<file path="config.mk">
export PLATFORM = sky130hd
export DESIGN_NAME = host_serial_port
export DESIGN_NICKNAME = d
export VERILOG_FILES = /design/src/logic/stream_fifo.v /design/src/logic/host_serial_port.v
export VERILOG_INCLUDE_DIRS = /design/src /design/src/logic
export SDC_FILE = /design/constraint.sdc
export NUM_CORES = 1
export LEC_CHECK = 0
export CORE_AREA = 2 2 101 103
export CTS_BUF_LIST = sky130_fd_sc_hd__clkbuf_4 sky130_fd_sc_hd__clkbuf_8 sky130_fd_sc_hd__clkbuf_16
export DETAILED_ROUTE_END_ITERATION = 10
export DIE_AREA = 0 0 103 105
export DONT_BUFFER_PORTS = 1
export PLACE_DENSITY = 0.8
export SKIP_CTS_REPAIR_TIMING = 1
export SYNTH_ARGS = -nofsm -noshare
export SYNTH_HDL_FRONTEND = slang
export SYNTH_SLANG_ARGS = --single-unit
</file>
<file path="constraint.sdc">
create_clock -name clock -period 6.08 [get_ports clock]
set_input_delay 0.304 -clock clock [delete_from_list [all_inputs] [get_ports clock]]
set_output_delay 0.304 -clock clock [all_outputs]
set_load 0.01 [all_outputs]
</file>
<file path="src/logic/serial_port_map.vh">
`ifndef SERIAL_PORT_MAP_VH
`define SERIAL_PORT_MAP_VH
// control port byte and reset watchdog
`define BYTE_BITS 8
`define RESET_SHIFT_CYCLES 16
// slot position field width and its reset value
`define SLOT_WIDTH 8
`define SLOT_RESET 8'h00
// master clock range, kHz
`define MCLK_MIN_KHZ 512
`define MCLK_MAX_KHZ 8192
// bit clock below this rate adds one frame of voice latency, kHz
`define SLOW_PCLK_KHZ 1536
// system clock period, ns
`define SYS_CLK_NS 10
// command bytes handled by this port
`define CMD_SET_SLOT 8'h40
`define CMD_READ_SLOT 8'h41
`define CMD_CLK_SEL 8'h46
`define CMD_READ_CLK 8'h47
// clock config bit positions
`define CFG_SRC_BIT 7
`define CFG_SLOW_BIT 6
`define CFG_RESET 8'h00
`endif

</file>
<file path="src/logic/stream_fifo.v">
`timescale 1ns/1ps
`default_nettype none
module stream_fifo #(
  parameter WIDTH = 8,
  parameter DEPTH = 8,
  parameter AW = 3
) (
  input wire clock, // system clock
  input wire nrst, // async reset, active low
  input wire in_valid, // write request
  output wire in_ready, // not full
  input wire [WIDTH-1:0] in_data, // write data
  output wire out_valid, // not empty
  input wire out_ready, // read accept
  output wire [WIDTH-1:0] out_data // head word
);
  reg [WIDTH-1:0] mem [0:DEPTH-1];
  reg [AW:0] wr_q;
  reg [AW:0] rd_q;
  wire push;
  wire pop;
  assign in_ready = (wr_q - rd_q) != DEPTH[AW:0];
  assign out_valid = wr_q != rd_q;
  assign push = in_valid && in_ready;
  assign pop = out_valid && out_ready;
  assign out_data = mem[rd_q[AW-1:0]];
  always @(posedge clock) begin
    if (push) begin
      mem[wr_q[AW-1:0]] <= in_data;
    end
  end
  always @(posedge clock or negedge nrst) begin
    if (!nrst) begin
      wr_q <= {(AW+1){1'b0}};
      rd_q <= {(AW+1){1'b0}};
    end else begin
      if (push) begin
        wr_q <= wr_q + 1'b1;
      end
      if (pop) begin
        rd_q <= rd_q + 1'b1;
      end
    end
  end
endmodule
`default_nettype wire

</file>
<file path="src/logic/host_serial_port.v">
`timescale 1ns/1ps
`default_nettype none
`include "serial_port_map.vh"
module host_serial_port #(
  parameter SLOT_W = `SLOT_WIDTH,
  parameter FIFO_DEPTH = 8
) (
  input wire clock, // system clock, 100 MHz
  input wire nrst, // async reset, active low
  input wire select_n, // control port select pin
  input wire control_shift_clock, // control port shift clock pin
  input wire serial_in, // control port data in pin
  output reg serial_out, // control port data out
  output reg serial_oe, // high while driving data out
  input wire pcm_bit_clock, // pcm highway bit clock pin
  input wire frame_sync, // pcm frame sync pin
  input wire master_clock_in, // dedicated master clock pin
  output wire master_clock, // selected master clock
  output wire slot_strobe_n_o, // open drain level, always low
  output reg slot_strobe_n_oe, // high while pulling strobe low
  output wire extra_frame_delay, // slow bit clock latency flag
  output reg device_reset, // one-cycle internal reset pulse
  output wire [7:0] cmd_data, // command byte from fifo
  output wire cmd_valid, // command waiting
  input wire cmd_ready // consumer takes command
);
  //////////////////////////////////////////////////////////////////////
  // synchronisers, two flops before use
  reg [1:0] cs_s;
  reg [1:0] sck_s;
  reg [1:0] sdi_s;
  reg [1:0] pclk_s;
  reg [1:0] fs_s;
  reg cs_q;
  reg sck_q;
  reg pclk_q;
  reg fs_q;
  always @(posedge clock or negedge nrst) begin
    if (!nrst) begin
      cs_s <= 2'h3;
      sck_s <= 2'h0;
      sdi_s <= 2'h0;
      pclk_s <= 2'h0;
      fs_s <= 2'h0;
      cs_q <= 1'b1;
      sck_q <= 1'b0;
      pclk_q <= 1'b0;
      fs_q <= 1'b0;
    end else begin
      cs_s <= {cs_s[0], select_n};
      sck_s <= {sck_s[0], control_shift_clock};
      sdi_s <= {sdi_s[0], serial_in};
      pclk_s <= {pclk_s[0], pcm_bit_clock};
      fs_s <= {fs_s[0], frame_sync};
      cs_q <= cs_s[1];
      sck_q <= sck_s[1];
      pclk_q <= pclk_s[1];
      fs_q <= fs_s[1];
    end
  end
  wire cs_low = !cs_s[1];
  wire cs_fall = cs_q && !cs_s[1];
  wire cs_rise = !cs_q && cs_s[1];
  wire sck_rise = !sck_q && sck_s[1];
  wire sck_fall = sck_q && !sck_s[1];
  wire pclk_rise = !pclk_q && pclk_s[1];
  wire fs_rise = !fs_q && fs_s[1];

  //////////////////////////////////////////////////////////////////////
  // control port shifter
  reg [7:0] shift_q;
  reg [2:0] bitcnt_q;
  reg [4:0] cyc_q;
  reg [7:0] last_q;
  reg have_byte_q;
  reg [7:0] tx_q;
  reg read_pend_q;
  reg [SLOT_W-1:0] slot_q;
  reg [7:0] cfg_q;
  reg arg_slot_q;
  reg arg_cfg_q;
  wire [7:0] shift_next = {shift_q[6:0], sdi_s[1]};
  wire byte_done = cs_low && sck_rise && bitcnt_q == 3'h7;
  wire fifo_in_ready;
  // command codes are consumed here and never reach the fifo
  function is_command;
    input [7:0] b;
    begin
      is_command = b == `CMD_SET_SLOT || b == `CMD_READ_SLOT || b == `CMD_CLK_SEL || b == `CMD_READ_CLK;
    end
  endfunction
  // dummy bytes of a read frame and argument bytes are not commands for the fifo
  wire byte_plain = have_byte_q && !read_pend_q && !arg_slot_q && !arg_cfg_q && !is_command(last_q);
  always @(posedge clock or negedge nrst) begin
    if (!nrst) begin
      shift_q <= 8'h00;
      bitcnt_q <= 3'h0;
      cyc_q <= 5'h00;
      last_q <= 8'h00;
      have_byte_q <= 1'b0;
      tx_q <= 8'h00;
      read_pend_q <= 1'b0;
      slot_q <= `SLOT_RESET;
      cfg_q <= `CFG_RESET;
      arg_slot_q <= 1'b0;
      arg_cfg_q <= 1'b0;
      serial_out <= 1'b0;
      serial_oe <= 1'b0;
      device_reset <= 1'b0;
    end else begin
      device_reset <= 1'b0;
      if (cs_low && sck_rise && cyc_q == `RESET_SHIFT_CYCLES - 1) begin
        device_reset <= 1'b1;
        slot_q <= `SLOT_RESET;
        cfg_q <= `CFG_RESET;
        bitcnt_q <= 3'h0;
        have_byte_q <= 1'b0;
        arg_slot_q <= 1'b0;
        arg_cfg_q <= 1'b0;
        read_pend_q <= 1'b0;
        cyc_q <= 5'h00;
      end else if (cs_low) begin
        if (sck_rise) begin
          shift_q <= shift_next;
          bitcnt_q <= bitcnt_q + 3'h1;
          cyc_q <= cyc_q + 5'h01;
          if (byte_done) begin
            last_q <= shift_next;
            have_byte_q <= 1'b1;
          end
        end
        if (read_pend_q && ((cs_fall && !sck_s[1]) || sck_fall)) begin
          serial_oe <= 1'b1;
          serial_out <= tx_q[7];
          tx_q <= {tx_q[6:0], 1'b0};
        end
      end
      if (cs_fall) begin
        bitcnt_q <= 3'h0;
        cyc_q <= 5'h00;
        have_byte_q <= 1'b0;
      end
      // act on last byte at release
      if (cs_rise) begin
        serial_oe <= 1'b0;
        read_pend_q <= 1'b0;
        if (have_byte_q && !read_pend_q) begin
          arg_slot_q <= 1'b0;
          arg_cfg_q <= 1'b0;
          if (arg_slot_q) begin
            slot_q <= last_q[SLOT_W-1:0];
          end else if (arg_cfg_q) begin
            cfg_q <= last_q;
          end else if (last_q == `CMD_SET_SLOT) begin
            arg_slot_q <= 1'b1;
          end else if (last_q == `CMD_CLK_SEL) begin
            arg_cfg_q <= 1'b1;
          end else if (last_q == `CMD_READ_SLOT) begin
            tx_q <= slot_q;
            read_pend_q <= 1'b1;
          end else if (last_q == `CMD_READ_CLK) begin
            tx_q <= cfg_q;
            read_pend_q <= 1'b1;
          end
        end
      end
    end
  end
  // other bytes go to the command fifo; a full fifo drops them
  stream_fifo #(.WIDTH(8), .DEPTH(FIFO_DEPTH), .AW(3)) cmd_fifo (
    .clock(clock),
    .nrst(nrst),
    .in_valid(cs_rise && byte_plain && fifo_in_ready),
    .in_ready(fifo_in_ready),
    .in_data(last_q),
    .out_valid(cmd_valid),
    .out_ready(cmd_ready),
    .out_data(cmd_data)
  );

  //////////////////////////////////////////////////////////////////////
  // pcm slot strobe
  reg [SLOT_W:0] slot_cnt_q;
  reg counting_q;
  always @(posedge clock or negedge nrst) begin
    if (!nrst) begin
      slot_cnt_q <= {(SLOT_W+1){1'b0}};
      counting_q <= 1'b0;
      slot_strobe_n_oe <= 1'b0;
    end else if (fs_rise) begin
      slot_cnt_q <= {(SLOT_W+1){1'b0}};
      counting_q <= 1'b1;
      slot_strobe_n_oe <= 1'b0;
    end else if (counting_q && pclk_rise) begin
      slot_cnt_q <= slot_cnt_q + 1'b1;
      slot_strobe_n_oe <= slot_cnt_q == {1'b0, slot_q};
      if (slot_cnt_q == {1'b0, slot_q}) begin
        counting_q <= 1'b0;
      end
    end else if (!counting_q && pclk_rise) begin
      slot_strobe_n_oe <= 1'b0;
    end
  end
  assign slot_strobe_n_o = 1'b0;

  //////////////////////////////////////////////////////////////////////
  // master clock source
  // source select from config
  assign master_clock = cfg_q[`CFG_SRC_BIT] ? pclk_s[1] : master_clock_in;
  assign extra_frame_delay = cfg_q[`CFG_SLOW_BIT];
endmodule
`default_nettype wire

</file>
## Word-level counts from Yosys, hierarchy flattened

Memory sizes are Yosys's and may differ from the RTL's.
Cells that the tools add are included.

- Register bits after elaboration: 87
- Bits in latches: 0
- Bits in writable memories: 64
- Memory bits (read-only): 0
- Input port bits: 9
- Output and inout bits: 16
- Word-level logic and storage cells: 170
- Memories kept: 1

- Add/sub/neg operators: 6
- $mul: 0
- Divide/modulo/power cells: 0
- Magnitude comparators: 0
- Equal/unequal tests: 12
- Shift operators: 0
- Multiplexer cells: 71
- Bitwise operators: 2
- Reduce and logical (&&, ||, !) cells: 50

Memory list:

| memory | words | bits a word | rd ports | clocked after memory_dff | wr ports | RTL line | source |
|---|---|---|---|---|---|---|---|
| cmd_fifo.mem | 8 | 8 | 1 | 0 | 1 | stream_fifo.v:17 | `reg [WIDTH-1:0] mem [0:DEPTH-1];` |

Operators by type and width:

| cell | count |
|---|---|
| 2-to-1 mux 8 bit | 20 |
| 2-to-1 mux 1 bit | 41 |
| == test 8 x 7 -> 1 bit, second input constant | 4 |
| logical AND 1 bit | 21 |
| 2-to-1 mux 5 bit | 4 |
| 2-to-1 mux 9 bit | 2 |
| 2-to-1 mux 3 bit | 4 |
| AND reduction 3 bit | 4 |
| zero test 1 bit | 11 |
| adder 9 x 1 -> 9 bit, second input constant | 1 |
| == test 9 x 8 -> 1 bit | 1 |
| nonzero test 3 bit | 3 |
| adder 4 x 1 -> 4 bit, second input constant | 2 |
| nonzero test 2 bit | 4 |
| adder 5 x 1 -> 5 bit, second input constant | 1 |
| == test 5 x 4 -> 1 bit, second input constant | 1 |
| logical OR 1 bit | 4 |
| != test 4 bit | 1 |
| != test 4 bit, second input constant | 1 |
| AND reduction 2 bit | 2 |
| AND reduction 4 bit | 1 |
| subtractor 4 bit | 1 |
| adder 3 x 1 -> 3 bit, second input constant | 1 |
| == test 3 bit, second input constant | 1 |
| 4 further kinds | 5 |

## Depth between registers and ports, before layout

Gate-level depths: netlist of the first run.

- Depth in word-level cells: 16
- Gate-level depth with buffers: 9
- Depth with buffers taken out: 7

## By module

A second synthesis of the first run with hierarchy kept.

- Cells, all modules: 493
- Area, all modules: 6516.2 sq um

Modules (own cells, without submodules):

| module | instances | cells each | area each (sq um) | sequential area each (sq um) |
|---|---|---|---|---|
| host_serial_port | 1 | 325 | 3518.4 | 1980.6 |
| stream_fifo | 1 | 168 | 2997.9 | 2122.0 |

## Least setup slack after synthesis of the first run

OpenSTA, ideal clock, no wires.

- Kind: flip-flop to flip-flop
- Start point: register cmd_fifo.rd_q[1]
- End point: memory cmd_fifo.mem[1][0] (enable)
- Library setup time: 398 ps
- Arrival: 3168 ps
- Data required time: 5682 ps
- Setup slack: 2514 ps
- Cell stages (with the launch flop): 10
- Buffers on the path: 2
- Clock period less this slack: 3566 ps
- Cells stage by stage: dfrtp_1 clkbuf_1 clkbuf_1 inv_1 ha_1 nor2b_4 o21a_1 o311a_4 nor2_4 nor4b_1

- Longest elaborated chain between the ends: 6

RTL lines:

| element | RTL line | source |
|---|---|---|
| start: declaration | stream_fifo.v:19 | `reg [AW:0] rd_q;` |
| start signal: assignment | stream_fifo.v:35 | `rd_q <= {(AW+1){1'b0}};` |
| start signal: assignment | stream_fifo.v:41 | `rd_q <= rd_q + 1'b1;` |
| subtractor 4 bit * | stream_fifo.v:22 | `assign in_ready = (wr_q - rd_q) != DEPTH[AW:0];` |
| != test 4 bit * | stream_fifo.v:22 |  |
| logical AND 1 bit | host_serial_port.v:173 | `.in_valid(cs_rise && byte_plain && fifo_in_ready),` |
| logical AND 1 bit * | stream_fifo.v:24 | `assign push = in_valid && in_ready;` |
| 2-to-1 mux 1 bit * | stream_fifo.v:28 | `if (push) begin` |
| 2-to-1 mux 1 bit (implied by the code) * | stream_fifo.v:29 | `mem[wr_q[AW-1:0]] <= in_data;` |
| end: declaration | stream_fifo.v:17 |  |

Every way passes the cells marked *; elsewhere a longest branch is shown, timed or not.

## Worst setup path in the final report of the first run

- Start point: register cmd_fifo.rd_q[1]
- End point: memory cmd_fifo.mem[1][7] (enable)

Same word-level chain as after synthesis.

==> metrics.txt, run 1 <==
GR Util All Layers 23.9%; Slew headroom 25.3%; GRT Max-Usage Layer met2; Max VDD drop 0.000242 V; max-cap viol count 0; initial DRC count 199; Hold Crit Class in -> reg; Clock Skew about 0.007 ns; CTS tree built; HPWL after DPL approximately 7.5 mm; Global Route met2 Usage approximately a third; CTS H-tree lvls 4; first-pass GRT wire length between 15 and 20 mm; Mapped Cells around 400; post-synthesis sequential area ratio 66.1%; Die W between 100 and 150 um; R2R setup slack 3.03 ns; final setup vio count 0; Lkg Pwr between 2 and 3 nW; switching pwr between 0.6 and 0.7 mW; root buffer cell clkbuf_8; Post-Synth Adder-Cell Area under 10%; ys async rst share approximately 58%; Post-synth EDFFs between 60 and 70; kind of critical path reg -> reg; Netlist cell types 60; clk_lat worst skew about 0.53 ns; simple-gate share of the synthesized area about a tenth; TNS Setup 0 ns; largest family of logic cells by synthesized area multiplexers; Comb pwr share 11.4%; CTS max path bufs 2; cell at the slowest stage of the critical path dfrtp_1; I/O pins 25; Synth Register Bits between 150 and 200; vias in the first global route approximately 3,400; Fin. Hold Viols 0; Hold Crit Start cmd_ready; initial core utilization around 64%; die height roughly 110 um; largest net degree at the start of global routing between 80 and 90; DR WL/cell 20.3 um; Synth Area in Compound Gates slightly below 7%; CP Capture Type flop; drt pass-1 iters 4; Die ar. 10,800 um^2; worst setup margin about 3.0 ns; synthesis-to-finish area growth 13.0%; FF-to-FF Start cmd_fifo.rd_q[1]; post-synthesis xor/xnor area fraction about 3.4%; Yosys Warn Count 0; Final nets roughly 440; Synth Net Count 426; GR Layer Usage met1 34.6%; diode count 0; switching part of the total power ~25%; crit path DAT 3.29 ns; row cnt 36; final core utilization 72.7%; Flop pwr share just under 50%; CP max stage delay between 0.8 and 0.9 ns; Max Clock Freq ~330 MHz; Least-Margin Pin Slew 1.11 ns; Reg-to-Reg End cmd_fifo.mem[1][7]; Power Density about 360 nW/um^2; cells along the critical path inv_1 -> ha_1 -> nor2b_4 -> o21a_1 -> o311a_4 -> nor2_4 -> nor4b_1 -> buf_4; Largest delay share family, worst path flip-flops; Int Power 1.88 mW; Max Slew Vio Count 0; WHS Endpoint cmd_fifo.rd_q[0]; Clock Pin Slew Worst Setup and Hold Paths 0.06 ns; antenna violations before repair 0; Clock power frac between 40 and 50%; Mapped Area approximately 6200 um^2; Post-DRT Antenna Nets 0; RSZ-0062 raised after global routing no; Syn Area/Cell 15.2 um^2; Vias per Instance between 6 and 7; drt total wl approximately 12 mm; core area roughly 9600 um^2; Final Cycle Share between 50% and 60%; Reg2Reg Depth 8; routability congestion estimate from global placement 0.800; hold path depth 2; startpoint types flop; DRC Markers 0; WP data required 6.32 ns; mux cell area share after synthesis just over 10%; pre-CTS setup slack approximately 3.0 ns; outcome completed; CP bufs+invs 2; Post-Place Cell Area roughly 6300 um^2; Sink Count between 150 and 200; total grt overflow 0; met3 Usage GRT ~6.4%; IO Port Bufs 0; crit path max fanout 19; vias post-DR ~3,500; Levels on crit path 8; share of cells above drive strength 1 between 20% and 30%; CTS buffer count 17; Main synth FF type dfrtp_1; final instance area around 7000 um^2; crit path time final 3.05 ns
## worst register-to-register path, cell delays in order, from the launching register on
cell and delay [ns]:
dfrtp_1 0.82, inv_1 0.14, ha_1 0.35, nor2b_4 0.14
o21a_1 0.18, o311a_4 0.40, nor2_4 0.22, nor4b_1 0.29
buf_4 0.23
## cells in the final DEF, fill, tap and decap left out, types with 4 or more instances in the layout
| master | n |
|---|---|
| a22o_1 | 19 |
| a22oi_1 | 7 |
| clkbuf_16 | 18 |
| clkbuf_8 | 4 |
| dfrtp_1 | 84 |
| dlygate4sd3_1 | 6 |
| edfxtp_1 | 64 |
| ha_1 | 9 |
| inv_1 | 5 |
| inv_4 | 6 |
| mux2_2 | 18 |
| mux2i_1 | 8 |
| mux4_2 | 16 |
| nand2_1 | 37 |
| nand3_1 | 8 |
| nor2_1 | 20 |
| o21ai_0 | 4 |
| o22ai_1 | 7 |
| xnor2_1 | 10 |
| xor2_1 | 14 |
## final cells by class
cell class / count / area [um^2]
clock buffers: 22 / 505
clock inverters: 10 / 82.6
fillers: 631 / 2630
inverters: 7 / 26.3
multi-input cells: 237 / 2020
flip-flops and latches: 151 / 4100
well taps: 133 / 166
repair buffers: 10 / 110
## worst max path at each step
stage	endpoint	startpoint
floorplan	cmd_fifo.mem[1][0]	cmd_fifo.rd_q[1]
global route	cmd_fifo.mem[1][2]	cmd_fifo.rd_q[0]
finish	cmd_fifo.mem[1][7]	cmd_fifo.rd_q[1]
global placement	cmd_fifo.mem[1][6]	cmd_fifo.rd_q[0]
detailed placement	cmd_fifo.mem[5][0]	cmd_fifo.rd_q[0]
CTS	cmd_fifo.mem[1][1]	cmd_fifo.rd_q[0]
## through the flow
step | power [mW] | hold WS [ns] | instances
after floorplan | 1.45 | 0.00841 | 408
after global placement | 1.48 | 0.0117 | 531
after detailed placement | 1.50 | 0.0108 | 531
after CTS | 2.51 | -0.552 | 563
after global routing | 2.61 | 0.264 | 570
final | 2.51 | 0.232 | 570
## metal layers
metal  share of wire [%]  wire (um)  vias up
met3                 5.2        598       22
li1                    -          -     1569
met5                   0          0        -
met1                  44       5120     1794
met2                  49       5630       95
met4                 1.7        200        0
## cells by family (layout without fill, tap and decap cells)
group | Yosys count | count (layout)
other | 1 | 1
adder cells (fa/ha/maj) | 9 | 9
multiplexers | 42 | 42
buffers and inverters | 20 | 49
XOR/XNOR | 24 | 24
flip-flops | 151 | 151
AND/OR/NAND/NOR | 108 | 108
AO/OA/AOI/OAI | 53 | 53
## cells in the mapped netlist, types with 5 or more instances
cell type   n  area (um^2)
dfrtp_1    84         2100
edfxtp_1   64         1920
nand2_1    37          139
nor2_1     20         75.1
a22o_1     19          166
mux2_2     18          203
mux4_2     16          360
xor2_1     14          123
xnor2_1    10         87.6
ha_1        9          113
mux2i_1     8         80.1
nand3_1     8         40.0
a22oi_1     7         52.6
clkbuf_1    7         26.3
o22ai_1     7         43.8
inv_1       5         18.8
## flip-flops by register name (all words and copies together), names as in the netlist, 2 cells and up
| name | count |
|---|---|
| last_q | 8 |
| cmd_fifo.mem | 64 |
| cs_s | 2 |
| cyc_q | 5 |
| cmd_fifo.wr_q | 4 |
| cmd_fifo.rd_q | 4 |
| bitcnt_q | 3 |
| fs_s | 2 |
| slot_cnt_q | 9 |
| sck_s | 2 |
| pclk_s | 2 |
| sdi_s | 2 |
| shift_q | 7 |
| tx_q | 8 |
| cfg_q | 8 |
| slot_q | 8 |
## power groups by stage
stage          Combinational, mW  Clock, mW  Sequential (mW)
6_report                   0.286       1.01             1.21
5_1_grt                    0.315       1.07             1.22
3_3_place_gp               0.258          0             1.22
4_1_cts                    0.272       1.03             1.21
2_1_floorplan              0.288          0             1.16
3_5_place_dp               0.269          0             1.23
No activity file was read; power rests on OpenSTA's default activity.
==> run 2, diff against run 1 <==
CORE_AREA = 2 2 108 110   (was 2 2 101 103)
DIE_AREA = 0 0 110 112   (was 0 0 103 105)
PLACE_DENSITY = 0.74   (was 0.8)
clock period = 2.6 ns   (was 6.08 ns; I/O delays follow)
==> run 2 against run 1 <==
Compared with the run above:
- clock power up 150%
- sequential share of layout area down 1.8 points
- largest power group unchanged
- worst setup slack worse by 2.9 ns
- global-route usage down 3.0 points
- highest routed layer unchanged
- register-to-register slack worse by 2.9 ns
- routed wire length down 0.40%
==> metrics.txt, run 2 (synthesis results as in run 1) <==
outcome completed; Hold Crit Class in -> reg; drt pass-1 iters 5 (+1); pre-CTS setup slack 0.150 ns (-2.86 ns); Die W 110 um (+6.8%); total grt overflow 0 (unchanged); kind of critical path reg -> reg; antenna violations before repair 0 (unchanged); vias post-DR 3,492 (+0.34%); max-cap viol count 0 (unchanged); worst setup margin 0.147 ns (-2.88 ns); Post-DRT Antenna Nets 0 (unchanged); fillers 768 (+22%); crit path time final 2.45 ns (-0.597 ns); CTS tree built; share of cells above drive strength 1 24.2% (+3.9 points); Least-Margin Pin Slew 1.08 ns (-0.0291 ns); clk_lat worst skew 0.41 ns (-0.12 ns); crit path max fanout 8 (-11); WP data required 2.66 ns (-3.66 ns); vias in the first global route 3,576 (+4.3%); Die ar. 12,300 um^2 (+14%); IO Port Bufs 0 (unchanged); initial core utilization 55.5% (-8.8 points); area of the multi-input gates 2060 um^2 (+2.3%); Post-Place Cell Area 6520 um^2 (+2.9%); Clock Skew 0.00760 ns (+0.000776 ns); CTS H-tree lvls 4 (unchanged); Max Slew Vio Count 0 (unchanged); final instance area 7240 um^2 (+3.2%); TNS Setup 0 ns (unchanged); Max Clock Freq 408 MHz (+24%); Power Density 842 nW/um^2 (+140%); HPWL after DPL 7.63 mm (+1.6%); row cnt 39 (+8.3%); RSZ-0062 raised after global routing no; CTS max path bufs 2 (unchanged); first-pass GRT wire length 19.0 mm (+1.9%); Post-Route Hold Slack 0.140 ns (-0.0927 ns); Final nets 459 (+3.8%); commonest non-fill, non-tap cells in the layout dfrtp_1, edfxtp_1, nand2_1, nor2_1, buf_4; Max VDD drop 0.000471 V (+95%); diode count 0 (unchanged); Lkg Pwr 2.98 nW (+3.5%); commonest non-fill, non-tap cell in the layout dfrtp_1; CP Capture Type flop; root buffer cell clkbuf_16; final core utilization 64.8% (-8.0 points); Slew headroom 27.5% (+2.2 points); routability congestion estimate from global placement 0.791 (-1.1%); die height 112 um (+6.7%); Vias per Instance 5.85 (-4.2%); Sink Count 151 (unchanged); initial DRC count 237 (+19%); DRC Markers 0 (unchanged); synthesis-to-finish area growth 16.7%; crit path DAT 2.52 ns (-0.77 ns); I/O pins 25 (unchanged); CTS buffer count 17 (unchanged); drt total wl 11.5 mm (-0.40%); startpoint types flop; Final Cycle Share 94.3% (+44 points); core area 11,200 um^2 (+16%); Largest register FFs 64 (unchanged); DR WL/cell 19.3 um (-4.9%); GR Util All Layers 20.9% (-3.0 points); largest net degree at the start of global routing 88 (unchanged); final setup vio count 0 (unchanged); register area 4100 um^2 (unchanged); Clock Pin Slew Worst Setup and Hold Paths 0.06 ns (about the same); Fin. Hold Viols 0 (unchanged)
==> run 2: final timing paths <==
check                                endpoint              from  slack [ns]  cells past startpoint
max                        cmd_fifo.mem[4][1]  cmd_fifo.wr_q[0]        0.15                      7
min                          cmd_fifo.rd_q[0]         cmd_ready        0.14                      2
max reg2reg                cmd_fifo.mem[4][1]  cmd_fifo.wr_q[0]        0.15                      7
min reg2reg                          sck_s[1]          sck_s[0]        0.35                      0
max in group asynchronous             cs_s[1]              nrst        1.97                      2
min in group asynchronous             tx_q[3]              nrst        0.29                      2
==> run 2: layer usage <==
| layer | vias to the layer above | GRT usage [%] | part of all wire [%] |
|---|---|---|---|
| met5 | - | 0 | 0 |
| met4 | 0 | 8.19 | 1.1 |
| met3 | 7 | 4.80 | 4.5 |
| met2 | 87 | 31.7 | 50 |
| met1 | 1789 | 29.4 | 44 |
| li1 | 1609 | - | - |
==> run 2: metrics by stage <==
step                      total power, mW  cells
after floorplan                      3.42    408
after global placement               3.57    558
final                                6.09    597
after CTS                            6.13    590
after detailed placement             3.60    558
after global routing                 6.38    597
==> run 2: layout make-up <==
cell class                 instances  area share [%]
inverter                           7           0.363
timing repair buffer              27            3.28
clock buffer                      23            7.16
multi-input combinational        237            28.5
sequential                       151            56.7
tap                              143            2.47
clock inverter                     9            1.52
==> run 2: where the power goes <==
part | internal, mW | switching (mW)
clock network | 1.60 | 0.914
registers | 2.60 | 0.0927
logic | 0.391 | 0.497
total | 4.59 | 1.50
==> run 2: critical path, stage by stage, from the launching register on <==
cell	delay, ns
dfrtp_1	0.42
inv_1	0.20
ha_1	0.24
nor2b_4	0.06
o21a_1	0.17
o311a_4	0.37
nor2_4	0.19
and3_1	0.45
==> run 3, diff against run 2 <==
CORE_AREA = 2 2 101 103   (was 2 2 108 110)
DIE_AREA = 0 0 103 105   (was 0 0 110 112)
PLACE_DENSITY = 0.8   (was 0.74)
clock period = 3.1 ns   (was 2.6 ns; I/O delays follow)
==> run 3 against run 2 <==
Compared with the run above:
- cell count fell by 3.9%
- largest power group unchanged
- highest routed layer unchanged
- largest cell class unchanged
- core utilization increased by 8.2 points
- first-iteration DRC count shrank 14%
==> metrics.txt, run 3 (synthesis results as in run 1) <==
outcome completed; Max Clock Freq 360 MHz (-12%); kind of critical path reg -> reg; crit path max fanout 11 (+3); hold path depth 2 (unchanged); initial DRC count 204 (-14%); drt pass-1 iters 4 (-1); CTS max path bufs 2 (unchanged); fillers 618 (-20%); root buffer cell clkbuf_8; routability congestion estimate from global placement 0.810 (+2.4%); CP Capture Type flop; IO Port Bufs 0 (unchanged); Least-Margin Pin Slew 1.06 ns (-0.0195 ns); Slew headroom 28.8% (+1.3 points); die height 105 um (-6.3%); RSZ-0062 raised after global routing no; Post-DRT Antenna Nets 0 (unchanged); row cnt 36 (-7.7%); crit path DAT 2.97 ns (+0.45 ns); final core utilization 73.0% (+8.2 points); antenna violations before repair 0 (unchanged); first-pass GRT wire length 18.1 mm (-4.8%); Largest register FFs 64 (unchanged); Reg2Reg Depth 6 (-1); commonest non-fill, non-tap cells in the layout dfrtp_1, edfxtp_1, nand2_1, nor2_1, a22o_1; overall power 4.88 mW (-20%); Post-Route Hold Slack 0.119 ns (-0.0206 ns); share of cells above drive strength 1 21.5% (-2.7 points); Clock Pin Slew Worst Setup and Hold Paths 0.06 ns (about the same); CTS H-tree lvls 4 (unchanged); Fin. Hold Viols 0 (unchanged); CTS buffer count 17 (unchanged); Die W 103 um (-6.4%); I/O pins 25 (unchanged); Max VDD drop 0.000378 V (-20%); Die ar. 10,800 um^2 (-12%); GR Util All Layers 22.8% (+1.9 points); commonest non-fill, non-tap cell in the layout dfrtp_1; DR WL/cell 19.4 um (+0.74%); Lkg Pwr 2.86 nW (-3.9%); startpoint types flop; vias post-DR 3,457 (-1.0%); WP data required 3.29 ns (+0.63 ns); final setup vio count 0 (unchanged); largest net degree at the start of global routing 88 (unchanged); CTS tree built; initial core utilization 64.4% (+8.8 points); Final nets 446 (-2.8%); Clock Skew 0.00857 ns (+0.000974 ns); HPWL after DPL 7.25 mm (-5.1%); crit path time final 2.78 ns (+0.326 ns); Final Cycle Share 89.7% (-4.7 points); drt total wl 11.1 mm (-3.1%); Sink Count 151 (unchanged); vias in the first global route 3,499 (-2.2%); DRC Markers 0 (unchanged); core area 9640 um^2 (-14%); diode count 0 (unchanged); clk_lat worst skew 0.53 ns (+0.12 ns); Power Density 694 nW/um^2 (-18%); Vias per Instance 6.02 (+3.0%); synthesis-to-finish area growth 13.4%; max-cap viol count 0 (unchanged); Hold Crit Class in -> reg; Max Slew Vio Count 0 (unchanged); total grt overflow 0 (unchanged)
-- run 3: area by class of cell --
| class | count | area [um^2] | area share (%) |
|---|---|---|---|
| Clock buffer | 18 | 422 | 5.99 |
| Clock inverter | 14 | 141 | 2.01 |
| Inverter | 7 | 26.3 | 0.374 |
| Multi-Input combinational cell | 237 | 2040 | 28.9 |
| Sequential cell | 151 | 4100 | 58.3 |
| Tap cell | 133 | 166 | 2.37 |
| Timing Repair Buffer | 14 | 140 | 1.99 |
-- run 3: worst paths after layout --
check                                          end              from  slack (ns)
worst max-delay path            cmd_fifo.mem[5][2]  cmd_fifo.rd_q[2]        0.32
worst min-delay path              cmd_fifo.rd_q[0]         cmd_ready        0.12
worst max register to register  cmd_fifo.mem[5][2]  cmd_fifo.rd_q[2]        0.32
worst min register to register            sck_s[1]          sck_s[0]        0.35
max in group asynchronous                  cs_s[1]              nrst        2.55
min in group asynchronous                  fs_s[0]              nrst        0.18
-- run 3: worst max-delay path, cell delays in order, from the launching register on --
cell and delay (ns):
dfrtp_1 0.53, clkinv_1 0.30, ha_1 0.42, o21a_1 0.13, o311a_4 0.40, nor2_4 0.21
and4b_1 0.45
-- run 3: metrics by stage --
stage	cells	instance area, um^2	TNS [ns]	setup WS (ns)
4_1_cts	567	6950	0	0.310
3_3_place_gp	535	6380	0	0.426
2_1_floorplan	408	6220	-0.568	-0.0710
6_report	574	7030	0	0.321
3_5_place_dp	535	6380	0	0.312
5_1_grt	574	7030	0	0.0980
-- run 3: layer usage --
layer / vias up / part of all wire, % / global-route usage, % / routed length, um
met1: 1759 / 45 / 33.0 / 4990
li1: 1581 / - / - / -
met2: 100 / 48 / 32.7 / 5370
met5: - / 0 / 0 / 0
met4: 0 / 2.0 / 8.93 / 227
met3: 17 / 5.0 / 6.69 / 560
-- run 3: power by group --
group,leakage (nW),switching (mW),internal [mW],total [mW]
clock network,0.265,0.834,1.09,1.93
logic,0.926,0.382,0.303,0.686
registers,1.67,0.0922,2.18,2.27
